[config.mk]
export PLATFORM = sky130hd
export DESIGN_NAME = alarm_level_code_encoder
export DESIGN_NICKNAME = d
export VERILOG_FILES = /design/src/inc/alarm_pkg.sv /design/src/verilog/alarm_level_code_encoder.sv /design/src/verilog/alarm_code_classifier.sv /design/src/verilog/gateway_alarm_log.sv
export SDC_FILE = /design/constraint.sdc
export NUM_CORES = 1
export LEC_CHECK = 0
export BUFFER_PORTS_ARGS = -buffer_cell sky130_fd_sc_hd__clkbuf_2
export CAP_MARGIN = 0
export CORE_MARGIN = 3
export CORE_UTILIZATION = 50
export CTS_CLUSTER_SIZE = 25
export DETAILED_ROUTE_END_ITERATION = 6
export PLACE_DENSITY_LB_ADDON = 0.25
export SKIP_LAST_GASP = 1
export SYNTH_ARGS = -nofsm -noshare
export SYNTH_HDL_FRONTEND = slang
export SYNTH_HIERARCHICAL = 1
export SYNTH_SLANG_ARGS = --single-unit
[constraint.sdc]
create_clock -name i_mclk -period 1.76 [get_ports i_mclk]
set_input_delay 0.264 -clock i_mclk [delete_from_list [all_inputs] [get_ports i_mclk]]
set_output_delay 0.264 -clock i_mclk [all_outputs]
set_load 0.03 [all_outputs]
[src/inc/alarm_pkg.sv]
// Purpose: shared types and constants for the alarm level and code encoder
// Assumes: one clock, asynchronous active-high reset
// Notes: driver alarm codes are 12-bit, three hex digits
package alarm_pkg;

    // ------------------------------------------------------------
    // severity levels and stop sequence
    // ------------------------------------------------------------
    typedef enum logic [1:0] {
        LEVEL_NONE = 2'h0,
        LEVEL_MESSAGE = 2'h1,
        LEVEL_CANCEL = 2'h2,
        LEVEL_COLD = 2'h3
    } level_t;

    typedef enum logic [2:0] {
        STOP_RUN = 3'h1,
        STOP_DECEL = 3'h2,
        STOP_SERVO_OFF = 3'h4
    } stop_state_t;

    typedef struct packed {
        level_t level;
        logic [3:0] code;
    } alarm_class_t;

    typedef struct packed {
        logic write;
        logic [11:0] code;
    } log_entry_t;

    // ------------------------------------------------------------
    // simple alarm codes
    // ------------------------------------------------------------
    localparam logic [3:0] SIMPLE_NONE = 4'h0;
    localparam logic [3:0] SIMPLE_COLLISION = 4'h1;
    localparam logic [3:0] SIMPLE_SEQUENCE = 4'h2;
    localparam logic [3:0] SIMPLE_TRAVEL = 4'h3;
    localparam logic [3:0] SIMPLE_HARDWARE = 4'h4;
    localparam logic [3:0] SIMPLE_COMMS = 4'h5;
    localparam logic [3:0] SIMPLE_DATA = 4'h6;
    localparam logic [3:0] SIMPLE_HOMING = 4'h7;
    localparam logic [3:0] SIMPLE_SPEED = 4'h8;
    localparam logic [3:0] SIMPLE_POWER = 4'h9;

    // ------------------------------------------------------------
    // level bands of driver alarm codes
    // ------------------------------------------------------------
    localparam logic [11:0] MESSAGE_FIRST = 12'h040;
    localparam logic [11:0] MESSAGE_LAST = 12'h07f;
    localparam logic [11:0] CANCEL_LAST = 12'h0bf;
    localparam logic [11:0] COLD_LAST = 12'h0ff;

    // ------------------------------------------------------------
    // gateway alarm codes and levels
    // ------------------------------------------------------------
    localparam logic [11:0] GW_OPTION_LINK_CODE = 12'h8df;
    localparam logic [11:0] GW_CPU_RESET_CODE = 12'h8fa;
    localparam logic [11:0] GW_POWER_ON_CODE = 12'hfff;
    localparam level_t GW_LINK_LEVEL = LEVEL_CANCEL;
    localparam level_t GW_CPU_LEVEL = LEVEL_COLD;

    // ------------------------------------------------------------
    // operation modes
    // ------------------------------------------------------------
    localparam logic [2:0] MODE_SIMPLE_DIRECT = 3'h0;
    localparam logic [2:0] MODE_POSITIONER1 = 3'h1;
    localparam logic [2:0] MODE_POSITIONER2 = 3'h2;
    localparam logic [2:0] MODE_POSITIONER3 = 3'h3;
    localparam logic [2:0] MODE_DIRECT_NUMERIC = 3'h4;
    localparam logic [2:0] MODE_POSITIONER5 = 3'h5;

    // ------------------------------------------------------------
    // reset values
    // ------------------------------------------------------------
    localparam logic [3:0] PINS_RESET = 4'h0;
    localparam logic POWER_ON_PENDING_RESET = 1'b1;

endpackage

[src/verilog/alarm_level_code_encoder.sv]
// Purpose: grades alarms, drives lamp, alarm output, stop and simple code pins
// Assumes: all inputs synchronous to i_mclk; events are one-cycle pulses
// Notes: outputs lag an event by two clock edges, o_warning_active by one
module alarm_level_code_encoder (
    input wire logic i_mclk,
    input wire logic i_rst,
    input wire logic i_alarm_event,
    input wire logic [11:0] i_alarm_code,
    input wire logic i_pio_alarm_reset,
    input wire logic i_tool_alarm_reset,
    input wire logic i_software_reset,
    input wire logic [2:0] i_mode,
    input wire logic [3:0] i_position_number,
    input wire logic i_motion_stopped,
    input wire logic i_incremental_encoder,
    input wire logic i_home_return_done,
    input wire logic i_option_link_error,
    input wire logic i_cpu_abnormal_reset,
    output logic o_alarm_output,
    output logic o_code_weight_eight_output,
    output logic o_code_weight_four_output,
    output logic o_code_weight_two_output,
    output logic o_code_weight_one_output,
    output logic o_lamp_green,
    output logic o_lamp_red,
    output logic o_decel_stop,
    output logic o_servo_off,
    output logic o_home_required,
    output logic o_warning_active,
    output alarm_pkg::level_t o_alarm_level,
    output logic [3:0] o_simple_code,
    output alarm_pkg::log_entry_t o_log_entry
);
    import alarm_pkg::*;

    // ------------------------------------------------------------
    // helpers
    // ------------------------------------------------------------
    function automatic alarm_class_t pick_worse(input alarm_class_t a, input alarm_class_t b);
        if (a.level >= b.level) begin
            return a;
        end else begin
            return b;
        end
    endfunction

    function automatic logic shows_code(input logic [2:0] mode);
        return (mode == MODE_SIMPLE_DIRECT) || (mode == MODE_POSITIONER1)
            || (mode == MODE_POSITIONER2) || (mode == MODE_POSITIONER5);
    endfunction

    // ------------------------------------------------------------
    // declarations
    // ------------------------------------------------------------
    alarm_class_t drv_class;
    alarm_class_t drv_cand;
    alarm_class_t cpu_cand;
    alarm_class_t link_cand;
    alarm_class_t incoming;
    logic take;
    logic alarm_reset;
    logic active;
    logic message_seen;
    logic cold_cleared;
    level_t held_level_reg;
    logic [3:0] held_code_reg;
    logic warning_reg;
    logic home_required_reg;
    stop_state_t state_reg;
    logic alarm_out_reg;
    logic lamp_red_reg;
    logic lamp_green_reg;
    level_t level_out_reg;
    logic [3:0] code_out_reg;
    logic [3:0] pins_reg;

    // ------------------------------------------------------------
    // classification and arbitration
    // ------------------------------------------------------------
    alarm_code_classifier u_classifier (
        .i_code(i_alarm_code),
        .o_class(drv_class)
    );

    gateway_alarm_log u_log (
        .i_mclk(i_mclk),
        .i_rst(i_rst),
        .i_option_link_error(i_option_link_error),
        .i_cpu_abnormal_reset(i_cpu_abnormal_reset),
        .o_entry(o_log_entry)
    );

    always_comb begin
        drv_cand = i_alarm_event ? drv_class : '{level: LEVEL_NONE, code: SIMPLE_NONE};
        // gateway alarms enter grading
        cpu_cand = i_cpu_abnormal_reset ? '{level: GW_CPU_LEVEL, code: SIMPLE_NONE}
                                        : '{level: LEVEL_NONE, code: SIMPLE_NONE};
        link_cand = i_option_link_error ? '{level: GW_LINK_LEVEL, code: SIMPLE_NONE}
                                        : '{level: LEVEL_NONE, code: SIMPLE_NONE};
        // most severe wins, first of equal kept
        incoming = pick_worse(pick_worse(cpu_cand, drv_cand), link_cand);
    end

    assign take = (incoming.level > held_level_reg) && (incoming.level >= LEVEL_CANCEL);
    assign alarm_reset = i_pio_alarm_reset | i_tool_alarm_reset;
    assign active = held_level_reg >= LEVEL_CANCEL;
    assign message_seen = drv_cand.level == LEVEL_MESSAGE;
    assign cold_cleared = i_software_reset && (held_level_reg == LEVEL_COLD) && !take;

    // ------------------------------------------------------------
    // held alarm, set wins over clear
    // ------------------------------------------------------------
    always_ff @(posedge i_mclk or posedge i_rst) begin
        if (i_rst) begin
            held_level_reg <= LEVEL_NONE;
            held_code_reg <= SIMPLE_NONE;
        end else if (take) begin
            held_level_reg <= incoming.level;
            held_code_reg <= incoming.code;
        end else if (i_software_reset) begin
            held_level_reg <= LEVEL_NONE;
            held_code_reg <= SIMPLE_NONE;
        end else if (alarm_reset && held_level_reg == LEVEL_CANCEL) begin
            held_level_reg <= LEVEL_NONE;
            held_code_reg <= SIMPLE_NONE;
        end
    end

    // ------------------------------------------------------------
    // message-level warning
    // ------------------------------------------------------------
    always_ff @(posedge i_mclk or posedge i_rst) begin
        if (i_rst) begin
            warning_reg <= 1'b0;
        end else if (message_seen) begin
            warning_reg <= 1'b1;
        end else if (alarm_reset || i_software_reset) begin
            warning_reg <= 1'b0;
        end
    end

    // ------------------------------------------------------------
    // home return demand
    // ------------------------------------------------------------
    always_ff @(posedge i_mclk or posedge i_rst) begin
        if (i_rst) begin
            home_required_reg <= 1'b0;
        end else if (cold_cleared && i_incremental_encoder) begin
            home_required_reg <= 1'b1;
        end else if (i_home_return_done) begin
            home_required_reg <= 1'b0;
        end
    end

    // ------------------------------------------------------------
    // stop sequence
    // ------------------------------------------------------------
    always_ff @(posedge i_mclk or posedge i_rst) begin
        if (i_rst) begin
            state_reg <= STOP_RUN;
        end else begin
            case (state_reg)
                STOP_RUN: begin
                    if (active) begin
                        state_reg <= STOP_DECEL;
                    end
                end
                STOP_DECEL: begin
                    if (i_motion_stopped) begin
                        state_reg <= STOP_SERVO_OFF;
                    end
                end
                STOP_SERVO_OFF: begin
                    if (!active) begin
                        state_reg <= STOP_RUN;
                    end
                end
                default: begin
                    state_reg <= STOP_RUN;
                end
            endcase
        end
    end

    // ------------------------------------------------------------
    // output registers
    // ------------------------------------------------------------
    always_ff @(posedge i_mclk or posedge i_rst) begin
        if (i_rst) begin
            alarm_out_reg <= 1'b0;
            lamp_red_reg <= 1'b0;
            lamp_green_reg <= 1'b0;
            level_out_reg <= LEVEL_NONE;
            code_out_reg <= SIMPLE_NONE;
        end else begin
            alarm_out_reg <= active;
            lamp_red_reg <= active;
            lamp_green_reg <= !active;
            level_out_reg <= warning_reg && !active ? LEVEL_MESSAGE : held_level_reg;
            code_out_reg <= active ? held_code_reg : SIMPLE_NONE;
        end
    end

    always_ff @(posedge i_mclk or posedge i_rst) begin
        if (i_rst) begin
            pins_reg <= PINS_RESET;
        end else if (active && shows_code(i_mode)) begin
            pins_reg <= held_code_reg;
        end else begin
            pins_reg <= i_position_number;
        end
    end

    assign o_alarm_output = alarm_out_reg;
    assign o_code_weight_eight_output = pins_reg[3];
    assign o_code_weight_four_output = pins_reg[2];
    assign o_code_weight_two_output = pins_reg[1];
    assign o_code_weight_one_output = pins_reg[0];
    assign o_lamp_green = lamp_green_reg;
    assign o_lamp_red = lamp_red_reg;
    assign o_decel_stop = state_reg == STOP_DECEL;
    assign o_servo_off = state_reg == STOP_SERVO_OFF;
    assign o_home_required = home_required_reg;
    assign o_warning_active = warning_reg;
    assign o_alarm_level = level_out_reg;
    assign o_simple_code = code_out_reg;

    // ------------------------------------------------------------
    // checks
    // ------------------------------------------------------------
    a_message_keeps_green: assert property (@(posedge i_mclk) disable iff (i_rst)
        message_seen && held_level_reg == LEVEL_NONE && !take
        |=> o_warning_active ##1 (!o_alarm_output && o_lamp_green))
        else $error("message alarm disturbed lamp or alarm output");

    a_warning_reset_clear: assert property (@(posedge i_mclk) disable iff (i_rst)
        alarm_reset && !message_seen |=> !o_warning_active)
        else $error("alarm reset left warning set");

    a_cancel_raises_alarm: assert property (@(posedge i_mclk) disable iff (i_rst)
        take && incoming.level == LEVEL_CANCEL |=> ##1 (o_alarm_output && o_lamp_red && !o_lamp_green))
        else $error("cancel alarm not shown");

    a_decel_before_off: assert property (@(posedge i_mclk) disable iff (i_rst)
        (state_reg == STOP_RUN && active) || (o_decel_stop && !i_motion_stopped) |=> o_decel_stop)
        else $error("stop sequence skipped deceleration");

    a_cold_needs_soft: assert property (@(posedge i_mclk) disable iff (i_rst)
        held_level_reg == LEVEL_COLD && !i_software_reset |=> held_level_reg == LEVEL_COLD)
        else $error("cold alarm cleared without software reset");

    a_home_after_cold: assert property (@(posedge i_mclk) disable iff (i_rst)
        cold_cleared && i_incremental_encoder |=> o_home_required)
        else $error("home return not demanded");

    a_code_on_pins: assert property (@(posedge i_mclk) disable iff (i_rst)
        active && shows_code(i_mode)
        |=> {o_code_weight_eight_output, o_code_weight_four_output,
             o_code_weight_two_output, o_code_weight_one_output} == $past(held_code_reg))
        else $error("simple code not on completion pins");

    a_code_needs_alarm: assert property (@(posedge i_mclk) disable iff (i_rst)
        o_simple_code != SIMPLE_NONE |-> o_alarm_output)
        else $error("nonzero code without alarm output");

    a_collision_code: assert property (@(posedge i_mclk) disable iff (i_rst)
        i_alarm_event && i_alarm_code == 12'h0df && held_level_reg == LEVEL_NONE
        |=> ##1 o_simple_code == SIMPLE_COLLISION)
        else $error("collision not coded as 1");

    a_hold_until_reset: assert property (@(posedge i_mclk) disable iff (i_rst)
        active && !alarm_reset && !i_software_reset
        |=> held_level_reg >= $past(held_level_reg) && active)
        else $error("alarm dropped without reset");

    a_severe_kept: assert property (@(posedge i_mclk) disable iff (i_rst)
        held_level_reg == LEVEL_COLD && !i_software_reset
        |=> $stable(held_code_reg))
        else $error("less severe alarm replaced code");

    a_cold_raises_alarm: assert property (@(posedge i_mclk) disable iff (i_rst)
        take && incoming.level == LEVEL_COLD |=> ##1 (o_alarm_output && o_lamp_red && !o_lamp_green))
        else $error("cold alarm not shown");

    a_soft_clears_cold: assert property (@(posedge i_mclk) disable iff (i_rst)
        held_level_reg == LEVEL_COLD && i_software_reset |=> held_level_reg == LEVEL_NONE)
        else $error("software reset left cold alarm");

    a_servo_after_stop: assert property (@(posedge i_mclk) disable iff (i_rst)
        o_decel_stop && i_motion_stopped |=> o_servo_off)
        else $error("servo not turned off after stop");

    a_servo_held_off: assert property (@(posedge i_mclk) disable iff (i_rst)
        o_servo_off && active |=> o_servo_off)
        else $error("servo released while alarm held");

    a_cancel_reset_clears: assert property (@(posedge i_mclk) disable iff (i_rst)
        held_level_reg == LEVEL_CANCEL && alarm_reset && !take |=> held_level_reg == LEVEL_NONE)
        else $error("alarm reset left cancel alarm");

    a_home_cleared: assert property (@(posedge i_mclk) disable iff (i_rst)
        o_home_required && i_home_return_done && !cold_cleared |=> !o_home_required)
        else $error("home demand kept after home return");

    a_pins_show_position: assert property (@(posedge i_mclk) disable iff (i_rst)
        !(active && shows_code(i_mode))
        |=> {o_code_weight_eight_output, o_code_weight_four_output,
             o_code_weight_two_output, o_code_weight_one_output} == $past(i_position_number))
        else $error("position number not on completion pins");

    a_idle_no_alarm: assert property (@(posedge i_mclk) disable iff (i_rst)
        !active |=> !o_alarm_output && o_simple_code == SIMPLE_NONE && o_lamp_green)
        else $error("alarm shown with nothing held");

    a_level_reported: assert property (@(posedge i_mclk) disable iff (i_rst)
        active |=> o_alarm_level == $past(held_level_reg))
        else $error("held level not reported");

    a_code_reported: assert property (@(posedge i_mclk) disable iff (i_rst)
        active |=> o_simple_code == $past(held_code_reg))
        else $error("held code not reported");

endmodule

[src/verilog/alarm_code_classifier.sv]
// Purpose: grades a driver alarm code and finds its simple code
// Assumes: code is stable while it is read
// Notes: purely combinational
module alarm_code_classifier (
    input wire logic [11:0] i_code,
    output alarm_pkg::alarm_class_t o_class
);
    import alarm_pkg::*;

    // ------------------------------------------------------------
    // severity band
    // ------------------------------------------------------------
    function automatic level_t level_of(input logic [11:0] code);
        if (code >= MESSAGE_FIRST && code <= MESSAGE_LAST) begin
            return LEVEL_MESSAGE;
        end else if (code > MESSAGE_LAST && code <= CANCEL_LAST) begin
            return LEVEL_CANCEL;
        end else if (code > CANCEL_LAST && code <= COLD_LAST) begin
            return LEVEL_COLD;
        end else begin
            return LEVEL_CANCEL;
        end
    endfunction

    // ------------------------------------------------------------
    // simple code table
    // ------------------------------------------------------------
    function automatic logic [3:0] simple_of(input logic [11:0] code);
        case (code)
            12'h0df: return SIMPLE_COLLISION;
            12'h090, 12'h091, 12'h092, 12'h093, 12'h09c: return SIMPLE_SEQUENCE;
            12'h080, 12'h082, 12'h083, 12'h084, 12'h085, 12'h0a3, 12'h0a7: return SIMPLE_TRAVEL;
            12'h0d6, 12'h0f4: return SIMPLE_HARDWARE;
            12'h09b, 12'h09f: return SIMPLE_COMMS;
            12'h0a1, 12'h0a2, 12'h0a8: return SIMPLE_DATA;
            12'h0b5, 12'h0b6, 12'h0b7, 12'h0b8, 12'h0ba, 12'h0be, 12'h0bf: return SIMPLE_HOMING;
            12'h0c0, 12'h0c2: return SIMPLE_SPEED;
            12'h0c8, 12'h0c9, 12'h0ca, 12'h0cb, 12'h0cc, 12'h0cd, 12'h0ce, 12'h0d4: return SIMPLE_POWER;
            default: return SIMPLE_NONE;
        endcase
    endfunction

    // grade then code
    assign o_class = '{level: level_of(i_code), code: simple_of(i_code)};

endmodule

[src/verilog/gateway_alarm_log.sv]
// Purpose: gateway alarm log writer
// Assumes: events are one-cycle pulses
// Notes: one entry per cycle, power-on first, then cpu, then link
module gateway_alarm_log (
    input wire logic i_mclk,
    input wire logic i_rst,
    input wire logic i_option_link_error,
    input wire logic i_cpu_abnormal_reset,
    output alarm_pkg::log_entry_t o_entry
);
    import alarm_pkg::*;

    logic power_on_reg;
    logic cpu_reg;
    logic link_reg;
    log_entry_t entry_reg;

    // ------------------------------------------------------------
    // pending entries, a new event wins over the issue
    // ------------------------------------------------------------
    always_ff @(posedge i_mclk or posedge i_rst) begin
        if (i_rst) begin
            power_on_reg <= POWER_ON_PENDING_RESET;
            cpu_reg <= 1'b0;
            link_reg <= 1'b0;
            entry_reg <= '0;
        end else begin
            entry_reg.write <= power_on_reg | cpu_reg | link_reg;
            if (power_on_reg) begin
                entry_reg.code <= GW_POWER_ON_CODE;
                power_on_reg <= 1'b0;
                cpu_reg <= cpu_reg | i_cpu_abnormal_reset;
                link_reg <= link_reg | i_option_link_error;
            end else if (cpu_reg) begin
                entry_reg.code <= GW_CPU_RESET_CODE;
                cpu_reg <= i_cpu_abnormal_reset;
                link_reg <= link_reg | i_option_link_error;
            end else if (link_reg) begin
                entry_reg.code <= GW_OPTION_LINK_CODE;
                cpu_reg <= i_cpu_abnormal_reset;
                link_reg <= i_option_link_error;
            end else begin
                cpu_reg <= i_cpu_abnormal_reset;
                link_reg <= i_option_link_error;
            end
        end
    end

    assign o_entry = entry_reg;

    // ------------------------------------------------------------
    // checks
    // ------------------------------------------------------------
    a_power_on_entry: assert property (@(posedge i_mclk) disable iff (i_rst)
        $past(i_rst) |=> (o_entry.write && o_entry.code == GW_POWER_ON_CODE))
        else $error("power-on log entry missing");

    a_cpu_entry_logged: assert property (@(posedge i_mclk) disable iff (i_rst)
        i_cpu_abnormal_reset |-> ##[1:3] (o_entry.write && o_entry.code == GW_CPU_RESET_CODE))
        else $error("cpu reset entry not logged");

    a_link_entry_logged: assert property (@(posedge i_mclk) disable iff (i_rst)
        i_option_link_error && !i_cpu_abnormal_reset && !cpu_reg
        |-> ##[1:3] (o_entry.write && o_entry.code == GW_OPTION_LINK_CODE))
        else $error("option link entry not logged");

endmodule

== Yosys cells after proc, flatten, opt, wreduce, memory -nomap -nowiden ==
Index checks and enable logic that the tools add are counted.

* Register bits: 39
* Input port bits: 30
* Output and inout bits: 30

* $lt $le $gt $ge: 11
* Equal/unequal tests: 49
* Muxes and demuxes: 32
* Bitwise operators: 5
* Reductions and logical operators: 30

{| class="wikitable"
|+ Operators with widths
! cell !! count
|-
| $eq A12 B8 Y1 const B || 37
|-
| $mux W12 || 3
|-
| $pmux W4 S9 || 1
|-
| $mux W6 || 5
|-
| $le A12 B8 Y1 const B || 2
|-
| $mux W4 || 5
|-
| $reduce_or A7 Y1 || 2
|-
| $ge A12 B7 Y1 const B || 1
|-
| $gt A12 B7 Y1 const B || 1
|-
| $gt A12 B8 Y1 const B || 1
|-
| $le A12 B7 Y1 const B || 1
|-
| $mux W2 || 6
|-
| $logic_and A1 B1 Y1 || 10
|-
| $mux W3 || 3
|-
| $pmux W3 S3 || 1
|-
| $mux W1 || 8
|-
| $reduce_or A8 Y1 || 1
|-
| $eq A3 B1 Y1 const B || 2
|-
| $eq A3 B2 Y1 const B || 2
|-
| $eq A3 B3 Y1 const B || 2
|-
| $ne A2 B2 Y1 const B || 3
|-
| $reduce_bool A3 Y1 || 2
|-
| $reduce_or A2 Y1 || 3
|-
| $or A1 B1 Y1 || 5
|-
| other kinds (12) || 20
|}

== Depth between registers and ports, before layout ==
Gate-level depths: netlist (run 1).

* Word-level depth: 16
* Gate-level depth with buffers: 14
* Gate-level depth less buffers: 14

== Modules after synthesis ==
Netlist (run 1), hierarchy kept.

{| class="wikitable"
|+ Modules (own cells, without submodules)
! module !! instances !! cells each !! area each (µm²) !! sequential area each (µm²)
|-
| alarm_level_code_encoder || 1 || 90 || 1039.7 || 576.8
|-
| alarm_code_classifier || 1 || 52 || 380.4 || 0.0
|-
| gateway_alarm_log || 1 || 31 || 336.6 || 201.4
|}

== Worst setup path after synthesis (run 1) ==
Ideal clock, no wire load.

* Path kind: in2reg
* From: input port i_alarm_code[8]
* To: register held_code_reg[0]
* Setup time: 0.065 ns
* Arrival: 2.257 ns
* Slack: -0.562 ns
* Stages: 13
* Buffers on the path: 0
* Cell sequence: nor4_4 > nand2_1 > inv_1 > nand2_1 > nand2_1 > ha_1 > a21oi_1 > o21ai_0 > ha_1 > nand2_1 > o211ai_4 > nor3_4 > a22o_1

{| class="wikitable"
|+ RTL lines
! element !! RTL line !! text
|-
| start: declaration || alarm_level_code_encoder.sv:8 || <nowiki>input wire logic [11:0] i_alarm_code,</nowiki>
|-
| end signal: assignment || alarm_level_code_encoder.sv:119 || <nowiki>held_code_reg <= incoming.code;</nowiki>
|-
| end: declaration || alarm_level_code_encoder.sv:66 || <nowiki>logic [3:0] held_code_reg;</nowiki>
|}

==> summary.md, run 1 <==
- 0.00628 ns — worst clock skew
- 41.3% — portion of synthesized cell area occupied by the leading cell type
- 4260 sq um — die footprint
- 71.6% — share of the core filled with cells in the final layout
- 2140 sq um — cell area after placement
- 286 — Cell Count, Final, Fillers Out
- 0 — maxcap violations
- 60 — io pins
- 16.1% — fraction of the mapped netlist area in compound gates
- true — RSZ-0062 raised after global routing
- 1760 sq um — Post-Synthesis Cell Area
- 4 — first-pass iteration count of the detailed router
- setup timing — failing checks
- 3600 um — final routed wirelength across all metal layers
- 2 — deepest clock path buffer count
- in2reg — worst setup path class
- 10.2 sq um — Post-Synthesis Mean Instance Area
- 1,480 — number of global-route vias before repair
- complete, but fails checks — run status
- flip-flop — type of element capturing the critical path
- simple AND/OR/NAND/NOR gates — dominant combinational cell family by area after synthesis
- 2 — CTS H-Tree Depth
- 0 — final hold viol count
- 7 — final setup violation count
- 100% — share of flip-flops with an asynchronous set or reset
- dfrtp_1 — Synth Flop Type
- 0.577 mV — Worst IR Drop VDD
- yes — TritonCTS clock tree
- 18.7% — global routing usage summed across all routing layers
- 44.3% — share of the yosys chip area belonging to registers
- 0 — initial antenna violation count
- dfrtp_1, buf_4, inv_1 — largest cells by area after synthesis
- 3.70% — multiplexer share of the synthesized area
- 2290 sq um — fin area
- 12.6 um — average wire length per cell after detail routing
- dfrtp_1, inv_1, nand2_1 — most used standard cells in the synthesized netlist
- 14 — maximum number of pins on one net before global-route repair
- 173 — post-synthesis instance total
- 0.997% — synthesized-area fraction occupied by xor and xnor cells
- 0 — pins over their slew limit
- clkbuf_4 — clock root cell
- 65.3 um — vertical extent of the die
- 4 — Max FO, Critical Path
- 0.09 ns — clock transition time at the flip-flop clock pins of the worst setup and hold paths
- 5 — flip-flop count of the largest register, all copies and words added
- in2reg — worst min-delay path category
- 54.8% — Initial Utilization
- 0 — EDFF count, synth
- 34 — initial DRC count
- 2.22 ns — worst path arrival time
- 5 — CTS buffer count
- dfrtp_1 — library cell with the largest summed area after synthesis
- 1050 nW/um^2 — power density over the cells
- 2.85% — synthesized-area fraction occupied by adder cells
- 0.884 — RD Place Congestion
- -0.193 ns — final worst-path setup slack
- 5.08 — via density per instance
- 0 — total overflow reported by the global router
- 275 — net total in the final layout
- 20 — number of rows created at floorplan
- 30.6% — Area Growth Syn to Fin
- 31 — number of storage elements in the synthesis netlist
- 6 — count of warnings emitted by yosys
- 2.40 mW — Pwr Total
- 273 — total placed cells including tap cells
- 0 — count of unresolved DRC violations after routing
- input pin — type of origin of the critical path
- 257 — total of fill cells in the finished design
- 0 — ant diodes
- 512 MHz — peak clock frequency supported by timing
- 207 — synthesized net count
- 2910 um — placed wire-length estimate
- 1.13 nW — reported leakage power
- 6300 um — first-pass GRT wire length
- 1.95 ns — minimum clock period after layout
- 1,453 — DR vias
- 6 — Register-to-Register Path Depth
- 3200 sq um — core region area
- 47.1% — proportion of layout cells with a drive suffix above 1
- 2 — count of cells along the worst hold path
- -0.635 ns — setup slack at placement
- 59 — Port Buffers
- 21.5% — simple-gate area share of the yosys netlist
- 31 — clock sink count
- 50 — Unique masters post-synth
- 0 — count of nets left with antenna violations after detail routing
- dfrtp_1 — count leader, synth
- 0.32 ns — Clk Latency, worst-skew pair
- 65.3 um — Die Wd
- 2.03 ns — required time at the worst-slack endpoint
- 111% — ratio of final minimum period to clock period
cells by family after synthesis:
kind of cell | after synthesis
xor+xnor | 2
compound gates | 36
simple gates | 60
fa+ha+maj | 4
mux | 6
flops | 31
buf+inv | 33
other cells | 1
placed cells by master (no fill, tap or decap), types with 3 or more instances in the layout:
| master | n |
|---|---|
| a21oi_1 | 6 |
| a22o_1 | 4 |
| and2_1 | 4 |
| buf_4 | 18 |
| clkbuf_2 | 58 |
| clkbuf_4 | 5 |
| dfrtp_1 | 29 |
| ha_4 | 4 |
| inv_1 | 15 |
| mux2_2 | 4 |
| nand2_1 | 11 |
| nand4_1 | 3 |
| nor2_1 | 13 |
| nor2b_1 | 3 |
| nor2b_4 | 3 |
| nor3b_1 | 4 |
| o21ai_0 | 8 |
per-stage QoR:
step	hold slack (ns)	TNS, ns
final	0.123	-1.06
after CTS	0.108	-1.18
after floorplan	0.0789	-2.85
after global routing	0.111	-2.03
after detailed placement	0.228	-4.16
after global placement	0.203	-3.37
power breakdown:
| part | leakage, nW | total (mW) | switching, mW | internal, mW |
|---|---|---|---|---|
| clock network | 0.0482 | 0.564 | 0.229 | 0.335 |
| logic | 0.701 | 0.915 | 0.547 | 0.369 |
| registers | 0.380 | 0.921 | 0.0832 | 0.838 |
| total | 1.13 | 2.40 | 0.859 | 1.54 |
routing by layer:
layer | vias up | global-route usage (%) | part of all wire, % | wire length (um)
met3 | 9 | 4.27 | 6.0 | 214
met2 | 47 | 32.2 | 50 | 1810
li1 | 713 | - | - | -
met1 | 684 | 23.0 | 42 | 1490
met5 | - | 0 | 0 | 0
met4 | 0 | 6.22 | 2.1 | 74
layout make-up:
class / instances / area, sq um / area share [%]
multi-input combinational: 109 / 867 / 37.8
sequential: 31 / 778 / 33.9
timing repair buffer: 78 / 447 / 19.5
inverter: 16 / 60.1 / 2.62
tap: 44 / 55.1 / 2.40
clock buffer: 6 / 51.3 / 2.24
clock inverter: 2 / 35.0 / 1.53
timing repair:
| action | in CTS | in global routing |
|---|---|---|
| setup buffers | 4 | 0 |
| gates cloned | 0 | 0 |
| pin swaps | 5 | 11 |
| hold buffers | 1 | 0 |
| setup endpoints to repair | 7 | 7 |
| resized for setup | 4 | 2 |
| endpoints found under the hold margin | 18 | 0 |
final timing paths:
kind	start	end	slack [ns]
setup / recovery	i_alarm_code[8]	held_code_reg[0]	-0.19
hold / removal	i_home_return_done	o_home_required	0.12
setup reg to reg	held_level_reg[1]	held_code_reg[2]	0.27
hold reg to reg	o_home_required	o_home_required	0.53
max in group asynchronous	i_rst	pins_reg[3]	0.75
min in group asynchronous	i_rst	u_log/o_entry[5]	0.44
worst max-delay path, cell delays in order:
cell and delay (ns):
buf_6 0.10, nor4_4 0.27, nand2_1 0.12, inv_2 0.07
nand2_2 0.06, nand2_4 0.08, ha_4 0.21, a21oi_2 0.14
o21ai_2 0.09, ha_4 0.17, nor2b_4 0.12, o211ai_4 0.12
nor3_4 0.23, a22o_1 0.18
(Power assumes the default switching activity.)
==> run 2, diff against run 1 <==
Settings changed: REMOVE_ABC_BUFFERS set to 1.
==> summary.md, run 2 (synthesis results as in run 1) <==
- setup timing — failing checks
- 115% — ratio of final minimum period to clock period
- 0.819 — RD Place Congestion
- 5.15 — via density per instance
- 60 — io pins
- 83 — initial DRC count
- -0.260 ns — final worst-path setup slack
- 20 — number of rows created at floorplan
- 65.3 um — vertical extent of the die
- 3770 um — final routed wirelength across all metal layers
- flip-flop — type of element capturing the critical path
- 13.2 um — average wire length per cell after detail routing
- 66.6% — Slew headroom
- 2250 sq um — fin area
- 0 — count of unresolved DRC violations after routing
- 5 — CTS buffer count
- buf_6 > nor4_4 > nand2_1 > inv_2 > nand2_2 > nand2_4 > ha_4 > a21oi_2 > o21ai_2 > ha_1 > nand2_2 > o211ai_4 > nor3_4 > a22o_1 — cell-by-cell listing of the critical path
- 2.02 ns — minimum clock period after layout
- 0.501 ns — slew of the pin with the lowest slew margin
- in2reg — worst min-delay path category
- 2 — deepest clock path buffer count
- 18.9% — global routing usage summed across all routing layers
- 31 — clock sink count
- 0.00565 ns — worst clock skew
- 271 — total of fill cells in the finished design
- 14 — maximum number of pins on one net before global-route repair
- 7 — final setup violation count
- 65.3 um — Die Wd
- nor4_4 — worst-path cell with the longest stage delay
- 0.32 ns — Clk Latency, worst-skew pair
- true — RSZ-0062 raised after global routing
- 2 — CTS H-Tree Depth
- 3020 um — placed wire-length estimate
- 0 — final hold viol count
- clkbuf_2 — most frequent standard cell in the layout excluding fill and tap cells
- in2reg — worst setup path class
- 0 — total overflow reported by the global router
- 1000 nW/um^2 — power density over the cells
- 2.28 ns — worst path arrival time
- 46.1% — proportion of layout cells with a drive suffix above 1
- 0 — initial antenna violation count
- 4 — first-pass iteration count of the detailed router
- 2.02 ns — required time at the worst-slack endpoint
- 6250 um — first-pass GRT wire length
- 4260 sq um — die footprint
- 495 MHz — peak clock frequency supported by timing
- 0.445 mV — Worst IR Drop VDD
- 5 — flip-flop count of the largest register, all copies and words added
- 0 — ant diodes
- 1,467 — DR vias
- 1,471 — number of global-route vias before repair
- 28.1% — Area Growth Syn to Fin
- 1.11 nW — reported leakage power
- 0 — pins over their slew limit
- 0.133 ns — hold slack
- 0 — maxcap violations
- nand2_2 — Worst path most repeated cell
- 2080 sq um — cell area after placement
- clkbuf_4 — clock root cell
- 274 — net total in the final layout
- 0.09 ns — clock transition time at the flip-flop clock pins of the worst setup and hold paths
- 0.28 ns — Slowest Stage Delay on Critical Path
- input pin — type of origin of the critical path
- complete, but fails checks — run status
- clkbuf_2, dfrtp_1, buf_4 — highest-count cells in the layout ignoring fill and taps
- 4 — Max FO, Critical Path
- 59 — Port Buffers
- yes — TritonCTS clock tree
- 0 — count of nets left with antenna violations after detail routing
- 3200 sq um — core region area
- 54.8% — Initial Utilization
## run 2: critical path: cells and delay by family
family / cells / cell delay [ns]
simple gates: 6 / 0.89
fa+ha+maj: 2 / 0.48
compound gates: 4 / 0.47
buf+inv: 2 / 0.18
## run 2: metrics by stage
stage          power, mW  setup WS [ns]  setup TNS (ns)  std cells  util [%]
5_1_grt             2.40         -0.341           -1.97        285      70.2
6_report            2.25         -0.260           -1.47        285      70.2
4_1_cts             2.27         -0.253           -1.46        284      69.6
3_3_place_gp        1.76         -0.602           -3.98        272      65.0
3_5_place_dp        1.79         -0.730           -4.76        272      65.0
2_1_floorplan       1.50         -0.562           -3.31        156         -
## run 2: power breakdown
| group | total (mW) | switching, mW | internal [mW] |
|---|---|---|---|
| Clock | 0.457 | 0.222 | 0.235 |
| Sequential | 0.917 | 0.0781 | 0.838 |
| Combinational | 0.880 | 0.538 | 0.342 |
## run 2: area by class of cell
cell class / instances / area [sq um] / share of cell area [%]
inverter: 16 / 60.1 / 2.67
tap: 44 / 55.1 / 2.45
sequential: 31 / 778 / 34.6
multi-input combinational: 109 / 842 / 37.4
clock buffer: 8 / 68.8 / 3.06
timing repair buffer: 77 / 445 / 19.8
## run 2: path summary, 6_finish.rpt
path,startpoint,end,slack (ns),cells after the start
max reg2reg,held_level_reg[1],held_code_reg[2],0.27,6
max in group asynchronous,i_rst,pins_reg[3],0.72,4
min reg2reg,held_code_reg[1],o_simple_code[1],0.53,1
min in group asynchronous,i_rst,u_log/o_entry[5],0.43,3
max,i_alarm_code[8],held_code_reg[2],-0.26,14
min,i_home_return_done,o_home_required,0.13,2
## run 2: per-layer routing
layer  up-vias  global-route usage [%]  part of all wire (%)
met4         0                    6.22                   1.5
li1        719                       -                     -
met3         6                    4.62                   6.3
met1       687                    21.3                    40
met2        55                    34.6                    52
met5         -                       0                     0
## run 2: repair_timing
item	4_1_cts	5_1_grt
hold buffers	1	0
setup buffers	3	1
cloned	0	0
endpoints found under the hold margin	18	0
pin swaps	14	9
resized for setup	11	4
endpoints found under the setup margin	7	7
